File: config.mk
export PLATFORM = sky130hd
export DESIGN_NAME = fir_flag_router
export DESIGN_NICKNAME = d
export VERILOG_FILES = /design/src/fir_pulse_timer.v /design/src/fir_flag_router.v
export VERILOG_INCLUDE_DIRS = /design/src
export SDC_FILE = /design/constraint.sdc
export NUM_CORES = 1
export LEC_CHECK = 0
export BUFFER_PORTS_ARGS = -buffer_cell sky130_fd_sc_hd__buf_4
export CAP_MARGIN = 20
export CORE_MARGIN = 2
export CORE_UTILIZATION = 45
export CTS_BUF_LIST = sky130_fd_sc_hd__clkbuf_4 sky130_fd_sc_hd__clkbuf_8 sky130_fd_sc_hd__clkbuf_16
export CTS_CLUSTER_DIAMETER = 80
export CTS_CLUSTER_SIZE = 14
export DETAILED_ROUTE_END_ITERATION = 8
export GPL_ROUTABILITY_DRIVEN = 0
export PLACE_DENSITY = 0.66
export SYNTH_ARGS = -nofsm -noshare
export SYNTH_HDL_FRONTEND = slang
export SYNTH_HIERARCHICAL = 1
export SYNTH_SLANG_ARGS = --single-unit
File: constraint.sdc
create_clock -name i_clock -period 2.95 [get_ports i_clock]
set_input_delay 0.59 -clock i_clock [delete_from_list [all_inputs] [get_ports i_clock]]
set_output_delay 0.59 -clock i_clock [all_outputs]
set_load 0.005 [all_outputs]
File: src/fir_map.vh
`ifndef FIR_MAP_VH
`define FIR_MAP_VH

// register port addresses
`define FIR_ADDR_W              4
`define FIR_ADDR_FAULT_FLAGS    4'h0
`define FIR_ADDR_HALT_FLAGS     4'h1
`define FIR_ADDR_ENABLE_MASK    4'h2
`define FIR_ADDR_PIN_SETUP      4'h3
`define FIR_ADDR_TIMING_SETUP   4'h4

// reset values
`define FIR_RST_ENABLE_MASK     8'h00
`define FIR_RST_PIN_SETUP       8'h42
`define FIR_RST_TIMING_SETUP    8'h00

// fault_event_flags bit positions
`define FIR_BIT_OVERCURRENT     7
`define FIR_BIT_OVERVOLTAGE     6
`define FIR_BIT_CLOCK_ERROR_A   5
`define FIR_BIT_OVERTEMP        4
`define FIR_BIT_BROWNOUT        3
`define FIR_BIT_CLOCK_ERROR_B   2
// clock_halt_event_flags bit positions
`define FIR_BIT_WORD_HALT       7
`define FIR_BIT_MOD_HALT        6
// event_enable_mask positions of the two halt events
`define FIR_EN_WORD_HALT        1
`define FIR_EN_MOD_HALT         0

// notify_pin_setup fields
`define FIR_DRIVE_MSB           7
`define FIR_DRIVE_LSB           5
`define FIR_LEVEL_BIT           4
`define FIR_FUNC_MSB            2
`define FIR_FUNC_LSB            0
`define FIR_DRIVE_PUSH_PULL     3'h1
`define FIR_DRIVE_LOW_ONLY      3'h2
`define FIR_DRIVE_LOW_PULLUP    3'h3
`define FIR_DRIVE_HIGH_PULLDOWN 3'h4
`define FIR_FUNC_DISABLED       3'h1
`define FIR_FUNC_INTERRUPT      3'h2
`define FIR_FUNC_GPO            3'h4
`define FIR_FUNC_PDM_CLOCK      3'h5

// indicator_timing_setup fields
`define FIR_IND_MSB             7
`define FIR_IND_LSB             6
`define FIR_IND_SINGLE          2'h0
`define FIR_IND_REPEAT          2'h1
`define FIR_IND_LEVEL           2'h2

// timing
`define FIR_CLOCK_PERIOD_NS     10
`define FIR_PULSE_WIDTH_NS      2000000
`define FIR_PULSE_PERIOD_NS     4000000

`endif

File: src/fir_pulse_timer.v
`timescale 1ns/1ps
`default_nettype none

// pulse generator for the notify indication, counted in clock cycles
module fir_pulse_timer #(
  parameter integer CNT_W         = 24,
  parameter integer WIDTH_CYCLES  = 200000,
  parameter integer PERIOD_CYCLES = 400000
) (
  input  wire             i_clock,
  input  wire             i_rst_n,
  input  wire             i_start,
  input  wire             i_repeat,
  input  wire             i_abort,
  output reg              o_high
);

  // full-width limits first, then cut to the counter on purpose
  localparam [31:0]      WIDTH_LAST_W  = WIDTH_CYCLES - 1;
  localparam [31:0]      PERIOD_LAST_W = PERIOD_CYCLES - 1;
  localparam [CNT_W-1:0] WIDTH_LAST    = WIDTH_LAST_W[CNT_W-1:0];
  localparam [CNT_W-1:0] PERIOD_LAST   = PERIOD_LAST_W[CNT_W-1:0];
  localparam [CNT_W-1:0] CNT_ONE       = {{(CNT_W-1){1'b0}}, 1'b1};

  reg [CNT_W-1:0] count;
  reg             running;
  reg [CNT_W-1:0] next_count;
  reg             next_running;

  always @* begin
    next_count   = count;
    next_running = running;
    if (i_start) begin
      next_count   = {CNT_W{1'b0}};
      next_running = 1'b1;
    end else if (running) begin
      if (i_abort) begin
        next_running = 1'b0;
      end else if (!i_repeat && count == WIDTH_LAST) begin
        next_running = 1'b0;
      end else if (count == PERIOD_LAST) begin
        next_count   = {CNT_W{1'b0}};
      end else begin
        next_count   = count + CNT_ONE;
      end
    end
  end

  always @(posedge i_clock or negedge i_rst_n) begin
    if (!i_rst_n) begin
      count   <= {CNT_W{1'b0}};
      running <= 1'b0;
      o_high  <= 1'b0;
    end else begin
      count   <= next_count;
      running <= next_running;
      o_high  <= next_running && (next_count <= WIDTH_LAST);
    end
  end

endmodule

`default_nettype wire

File: src/fir_flag_router.v
`timescale 1ns/1ps
`default_nettype none
`include "fir_map.vh"

module fir_flag_router #(
  parameter integer CNT_W         = 24,
  parameter integer WIDTH_CYCLES  = `FIR_PULSE_WIDTH_NS / `FIR_CLOCK_PERIOD_NS,
  parameter integer PERIOD_CYCLES = `FIR_PULSE_PERIOD_NS / `FIR_CLOCK_PERIOD_NS
) (
  input  wire                   i_clock,
  input  wire                   i_arst_n,
  // event strobes from the protection and clock monitors
  input  wire                   i_overcurrent_evt,
  input  wire                   i_overvoltage_evt,
  input  wire                   i_clock_error_a_evt,
  input  wire                   i_overtemp_evt,
  input  wire                   i_brownout_evt,
  input  wire                   i_clock_error_b_evt,
  input  wire                   i_word_clock_halt_evt,
  input  wire                   i_modulator_clock_halt_evt,
  // divided pdm clock, from another clock
  input  wire                   i_divided_pdm_clock,
  // register port
  input  wire [`FIR_ADDR_W-1:0] i_reg_addr,
  input  wire                   i_reg_wr,
  input  wire                   i_reg_rd,
  input  wire [7:0]             i_reg_wdata,
  output reg  [7:0]             o_reg_rdata,
  output reg                    o_reg_rvalid,
  // notify pin
  output reg                    o_notify_pin_out,
  output reg                    o_notify_pin_oe,
  output reg                    o_notify_pin_pullup,
  output reg                    o_notify_pin_pulldown,
  output reg                    o_notify_pin_buffer_en
);

  // reset release
  reg rst_meta_n;
  reg rst_n;

  always @(posedge i_clock or negedge i_arst_n) begin
    if (!i_arst_n) begin
      rst_meta_n <= 1'b0;
      rst_n      <= 1'b0;
    end else begin
      rst_meta_n <= 1'b1;
      rst_n      <= rst_meta_n;
    end
  end

  // registers
  reg [7:0] fault_event_flags;
  reg [7:0] clock_halt_event_flags;
  reg [7:0] event_enable_mask;
  reg [7:0] notify_pin_setup;
  reg [7:0] indicator_timing_setup;

  reg [7:0] next_fault_event_flags;
  reg [7:0] next_clock_halt_event_flags;

  wire sel_fault  = (i_reg_addr == `FIR_ADDR_FAULT_FLAGS);
  wire sel_halt   = (i_reg_addr == `FIR_ADDR_HALT_FLAGS);
  wire sel_mask   = (i_reg_addr == `FIR_ADDR_ENABLE_MASK);
  wire sel_pin    = (i_reg_addr == `FIR_ADDR_PIN_SETUP);
  wire sel_timing = (i_reg_addr == `FIR_ADDR_TIMING_SETUP);

  wire rd_fault = i_reg_rd && sel_fault;
  wire rd_halt  = i_reg_rd && sel_halt;

  // sticky flags: a new event in the read cycle survives the clear
  always @* begin
    next_fault_event_flags = rd_fault ? 8'h00 : fault_event_flags;
    next_clock_halt_event_flags = rd_halt ? 8'h00 : clock_halt_event_flags;
    if (i_overcurrent_evt) begin
      next_fault_event_flags[`FIR_BIT_OVERCURRENT] = 1'b1;
    end
    if (i_overvoltage_evt) begin
      next_fault_event_flags[`FIR_BIT_OVERVOLTAGE] = 1'b1;
    end
    if (i_clock_error_a_evt) begin
      next_fault_event_flags[`FIR_BIT_CLOCK_ERROR_A] = 1'b1;
    end
    if (i_overtemp_evt) begin
      next_fault_event_flags[`FIR_BIT_OVERTEMP] = 1'b1;
    end
    if (i_brownout_evt) begin
      next_fault_event_flags[`FIR_BIT_BROWNOUT] = 1'b1;
    end
    if (i_clock_error_b_evt) begin
      next_fault_event_flags[`FIR_BIT_CLOCK_ERROR_B] = 1'b1;
    end
    if (i_word_clock_halt_evt) begin
      next_clock_halt_event_flags[`FIR_BIT_WORD_HALT] = 1'b1;
    end
    if (i_modulator_clock_halt_evt) begin
      next_clock_halt_event_flags[`FIR_BIT_MOD_HALT] = 1'b1;
    end
  end

  always @(posedge i_clock or negedge rst_n) begin
    if (!rst_n) begin
      fault_event_flags      <= 8'h00;
      clock_halt_event_flags <= 8'h00;
    end else begin
      fault_event_flags      <= next_fault_event_flags;
      clock_halt_event_flags <= next_clock_halt_event_flags;
    end
  end

  // writable setup registers
  always @(posedge i_clock or negedge rst_n) begin
    if (!rst_n) begin
      event_enable_mask      <= `FIR_RST_ENABLE_MASK;
      notify_pin_setup       <= `FIR_RST_PIN_SETUP;
      indicator_timing_setup <= `FIR_RST_TIMING_SETUP;
    end else if (i_reg_wr) begin
      if (sel_mask) begin
        event_enable_mask <= i_reg_wdata;
      end
      if (sel_pin) begin
        notify_pin_setup <= i_reg_wdata;
      end
      if (sel_timing) begin
        indicator_timing_setup <= i_reg_wdata;
      end
    end
  end

  // read data, one cycle after the strobe; unmapped reads give zero
  always @(posedge i_clock or negedge rst_n) begin
    if (!rst_n) begin
      o_reg_rdata  <= 8'h00;
      o_reg_rvalid <= 1'b0;
    end else begin
      o_reg_rvalid <= i_reg_rd;
      if (i_reg_rd) begin
        case (1'b1)
          sel_fault:  o_reg_rdata <= fault_event_flags;
          sel_halt:   o_reg_rdata <= clock_halt_event_flags;
          sel_mask:   o_reg_rdata <= event_enable_mask;
          sel_pin:    o_reg_rdata <= notify_pin_setup;
          sel_timing: o_reg_rdata <= indicator_timing_setup;
          default:    o_reg_rdata <= 8'h00;
        endcase
      end
    end
  end

  // flags lined up in mask order
  wire [7:0] flag_vector = {fault_event_flags[`FIR_BIT_OVERCURRENT:`FIR_BIT_CLOCK_ERROR_B],
                            clock_halt_event_flags[`FIR_BIT_WORD_HALT],
                            clock_halt_event_flags[`FIR_BIT_MOD_HALT]};
  wire [7:0] masked_flags = flag_vector & event_enable_mask;
  wire       pending      = |masked_flags;

  // a bit that newly becomes both set and enabled starts an indication,
  // so a late enable of an old flag also counts
  reg  [7:0] masked_prev;
  wire       new_event = |(masked_flags & ~masked_prev);

  always @(posedge i_clock or negedge rst_n) begin
    if (!rst_n) begin
      masked_prev <= 8'h00;
    end else begin
      masked_prev <= masked_flags;
    end
  end

  wire [1:0] timing_mode = indicator_timing_setup[`FIR_IND_MSB:`FIR_IND_LSB];
  wire       mode_repeat = (timing_mode == `FIR_IND_REPEAT);
  wire       mode_level  = (timing_mode == `FIR_IND_LEVEL);
  wire       pulse_high;

  // repeats stop as soon as reads leave nothing enabled pending
  fir_pulse_timer #(
    .CNT_W         (CNT_W),
    .WIDTH_CYCLES  (WIDTH_CYCLES),
    .PERIOD_CYCLES (PERIOD_CYCLES)
  ) u_pulse_timer (
    .i_clock  (i_clock),
    .i_rst_n  (rst_n),
    .i_start  (new_event),
    .i_repeat (mode_repeat && pending),
    .i_abort  (mode_repeat && !pending),
    .o_high   (pulse_high)
  );

  // indication level for the chosen timing mode; reserved code stays low
  reg indication;

  always @* begin
    case (timing_mode)
      `FIR_IND_SINGLE: indication = pulse_high;
      `FIR_IND_REPEAT: indication = pulse_high;
      `FIR_IND_LEVEL:  indication = pending;
      default:         indication = 1'b0;
    endcase
  end

  // divided pdm clock: three stages, change taken when the last two agree
  reg pdm_meta;
  reg pdm_s2;
  reg pdm_s3;
  reg pdm_clean;

  always @(posedge i_clock or negedge rst_n) begin
    if (!rst_n) begin
      pdm_meta  <= 1'b0;
      pdm_s2    <= 1'b0;
      pdm_s3    <= 1'b0;
      pdm_clean <= 1'b0;
    end else begin
      pdm_meta <= i_divided_pdm_clock;
      pdm_s2   <= pdm_meta;
      pdm_s3   <= pdm_s2;
      if (pdm_s2 == pdm_s3) begin
        pdm_clean <= pdm_s3;
      end
    end
  end

  // pin function and drive style
  wire [2:0] pin_function = notify_pin_setup[`FIR_FUNC_MSB:`FIR_FUNC_LSB];
  wire [2:0] pin_drive    = notify_pin_setup[`FIR_DRIVE_MSB:`FIR_DRIVE_LSB];
  wire       pin_level_bit = notify_pin_setup[`FIR_LEVEL_BIT];

  reg pin_level;
  reg pin_active;

  // reserved function codes are treated like the disabled pin
  always @* begin
    pin_level  = 1'b0;
    pin_active = 1'b1;
    case (pin_function)
      `FIR_FUNC_INTERRUPT: pin_level = indication;
      `FIR_FUNC_GPO:       pin_level = pin_level_bit;
      `FIR_FUNC_PDM_CLOCK: pin_level = pdm_clean;
      `FIR_FUNC_DISABLED:  pin_active = 1'b0;
      default:             pin_active = 1'b0;
    endcase
  end

  reg next_out;
  reg next_oe;
  reg next_pullup;
  reg next_pulldown;

  // reserved drive codes fall back to the default open-drain style
  always @* begin
    next_out      = 1'b0;
    next_oe       = 1'b0;
    next_pullup   = 1'b0;
    next_pulldown = 1'b0;
    if (pin_active) begin
      case (pin_drive)
        `FIR_DRIVE_PUSH_PULL: begin
          next_out = pin_level;
          next_oe  = 1'b1;
        end
        `FIR_DRIVE_LOW_ONLY: begin
          next_oe = !pin_level;
        end
        `FIR_DRIVE_LOW_PULLUP: begin
          next_oe     = !pin_level;
          next_pullup = 1'b1;
        end
        `FIR_DRIVE_HIGH_PULLDOWN: begin
          next_out      = 1'b1;
          next_oe       = pin_level;
          next_pulldown = 1'b1;
        end
        default: begin
          next_oe = !pin_level;
        end
      endcase
    end
  end

  always @(posedge i_clock or negedge rst_n) begin
    if (!rst_n) begin
      o_notify_pin_out       <= 1'b0;
      o_notify_pin_oe        <= 1'b0;
      o_notify_pin_pullup    <= 1'b0;
      o_notify_pin_pulldown  <= 1'b0;
      o_notify_pin_buffer_en <= 1'b0;
    end else begin
      o_notify_pin_out       <= next_out;
      o_notify_pin_oe        <= next_oe;
      o_notify_pin_pullup    <= next_pullup;
      o_notify_pin_pulldown  <= next_pulldown;
      o_notify_pin_buffer_en <= pin_active;
    end
  end

endmodule

`default_nettype wire

==> impl_metrics.json <==
{
  "status": "complete, no violations",
  "rr_worst_depth": 11,
  "slew_violations": 0,
  "grt_pass1_wl_microns": 16900,
  "synth-async-reset-ratio_pct": 100,
  "tightest_slew_ns": 0.555,
  "clkTransAtPathRegs_ns": 0.10,
  "yosys_most_used_dff": "dfrtp_1",
  "end_kind": "register",
  "fin_setup_tns_ns": 0,
  "cts_root_buf": "clkbuf_8",
  "syn_avg_cell_area_sq_um": 10.8,
  "finalHoldViolCount": 0,
  "crit_arrival_ns": 3.10,
  "leakage_uw": 0.00222,
  "grt_pass1_vias": 3307,
  "core_sq_mm": 0.00920,
  "cap_violations": 0,
  "route.detailed.drc": 0,
  "grt-ovfl-total": 0,
  "syn-cell-area_sq_mm": 0.00424,
  "diodes": 0,
  "cp-start-kind": "register",
  "cts_made_buffers": 9,
  "synth_area_leaders": "dfrtp_1 (50%), mux2_2 (7.7%), nand2_1 (2.4%)",
  "core.rowCount": 35,
  "power_uw": 2900,
  "placed_area_sq_mm": 0.00477,
  "cp_slowest_cell": "or4_4",
  "grt_max_degree": 85,
  "synth_top_area_cell": "dfrtp_1",
  "hpwlAfterDp_microns": 7520,
  "cp_data_required_time_ns": 3.22,
  "ant_nets": 0,
  "n_fill_cell": 794,
  "cp_max_fo": 3,
  "layout_commonest_cell": "dfrtp_1",
  "r2r_slack_ns": 0.12,
  "drt-total-wl_microns": 10300,
  "clock_path_buffers": 2,
  "hold_class": "register to async pin",
  "synth_edf_count": 0,
  "power_density_mw_per_mm2": 567,
  "grt_use_total_pct": 21.2,
  "setup_slack_ns": 0.118,
  "slew_headroom_pct": 62.6,
  "setup_viol": 0,
  "die_h_microns": 101,
  "dr.first_iter.drc_count": 209,
  "fin_crit_sh_pct": 96.0,
  "finalNetCount": 483,
  "max_freq_mhz": 353,
  "holdWs_ns": 0.218,
  "numPortBuffers": 38,
  "fin_crit_ns": 2.83,
  "slowest_delay_ns": 0.44,
  "worstSetupPathType": "register to register",
  "wl_per_cell_microns": 17.9,
  "clock-sinks": 86,
  "ys_seq_area_share_pct": 50.8,
  "initial_core_util_pct": 46.1,
  "ys_types": 76,
  "clk_latency_ns": 0.35,
  "yosys_register_bits": 86,
  "tritoncts": "built",
  "synth_nets": 418,
  "first_pass_iters": 6,
  "fin_skew_ns": 0.0128,
  "synthCells": 392,
  "die-area_sq_mm": 0.0102,
  "pin_count": 39,
  "num_vias": 3356,
  "cts_max_level": 3,
  "synth_top_area_share_pct": 49.5,
  "cp_cell_sequence": "nand2_2 -> inv_1 -> nor4_4 -> a211oi_2 -> or4_4 -> nor3_4 -> a211oi_2 -> mux2_4 -> a211o_2 -> a41o_1 -> a211oi_2",
  "pre_cts_ws_ns": 0.00309,
  "die-width_microns": 101,
  "antenna_found_initial": 0,
  "vdd_drop_max_v": 0.000304,
  "layout-drive-gt1-share_pct": 31.8,
  "finish.instance_area_sq_mm": 0.00512,
  "ys_warn_count": 6,
  "area_growth_pct": 20.6,
  "final_cell_mix": "dfrtp_1 (83), buf_4 (62), mux2_2 (29)",
  "crit_top_cell": "a211oi_2",
  "via_per_inst": 5.86
}
## layout make-up
type / instances / area, sq um / share of cell area (%)
Sequential cell: 86 / 2160 / 42.2
Clock buffer: 10 / 131 / 2.57
Timing Repair Buffer: 65 / 514 / 10.0
Inverter: 19 / 71.3 / 1.39
Multi-Input combinational cell: 276 / 2040 / 39.8
Tap cell: 111 / 139 / 2.71
Clock inverter: 6 / 70.1 / 1.37
## repair_timing
action	4_1_cts	5_1_grt
pin swaps	0	5
endpoints found under the hold margin	2	0
endpoints found under the setup margin	1	1
resized for setup	1	14
buffers inserted	0	5
gates cloned	0	0
hold buffers	1	0
## metrics by stage
stage	util, %	std cells
after floorplan	-	392
after global placement	51.8	550
after detailed placement	51.8	550
after CTS	54.2	567
after global routing	55.7	573
final	55.7	573
## flip-flops by register name, summed over array words and instances, names as in the netlist, 2 cells and up
| register | count |
|---|---|
| clock_halt_event_flags | 2 |
| event_enable_mask | 8 |
| fault_event_flags | 6 |
| indicator_timing_setup | 8 |
| masked_prev | 8 |
| notify_pin_setup | 8 |
| o_reg_rdata | 8 |
| u_pulse_timer/count | 24 |
## cell families (layout without fill, tap and decap cells)
group | Yosys count | in the layout | share of synthesized area (%)
buffers and inverters | 30 | 100 | 3.01
AOI/OAI and AO/OA | 92 | 92 | 15.4
other | 1 | 1 | 0.0884
muxes | 32 | 32 | 8.52
and+or+nand+nor | 137 | 137 | 19.2
adders and majority gates | 2 | 2 | 0.531
xor gates and xnor gates | 12 | 12 | 2.48
DFF | 86 | 86 | 50.8
## worst paths after layout
path                                     endpoint                 start
max in group asynchronous     notify_pin_setup[6]                 rst_n
max reg2reg                  u_pulse_timer/o_high  event_enable_mask[3]
min                        u_pulse_timer/count[4]                 rst_n
min in group i_clock                     pdm_meta   i_divided_pdm_clock
min reg2reg                u_pulse_timer/count[4]                 rst_n
max                          u_pulse_timer/o_high  event_enable_mask[3]
## Yosys cell counts, types with 4 or more instances
master,n
buf_2,6
a21oi_1,18
nand4_1,9
nand2_1,27
a22oi_1,6
mux2_2,29
nor4_1,6
o22ai_1,5
nor2b_1,6
nand3_1,13
and3_1,6
a21o_1,8
clkbuf_1,4
a221o_1,5
o31ai_1,4
xor2_1,9
o21ai_0,20
inv_1,18
nor3_1,8
nor2_1,26
dfrtp_1,84
## layer usage
layer  GRT usage [%]  vias to the layer above  part of all wire (%)
li1                -                     1584                     -
met3            4.23                       19                   4.7
met2            33.0                      102                    47
met1            30.1                     1651                    47
met5               0                        -                     0
met4            6.65                        0                   1.7
## critical path: cells and delay by family (launching register included)
kind / cells / cell delay [ns]
compound gates: 5 / 0.93
simple gates: 4 / 1.02
mux: 1 / 0.30
buf+inv: 1 / 0.08
flops: 1 / 0.42
## report_power, final
part | switching, uW | leakage (uW) | internal [uW]
logic | 307 | 0.00106 | 300
registers | 123 | 0.00107 | 1330
clock network | 441 | 0.0000929 | 407
total | 871 | 0.00222 | 2030
Note: power is estimated with default switching activity, not from simulation.
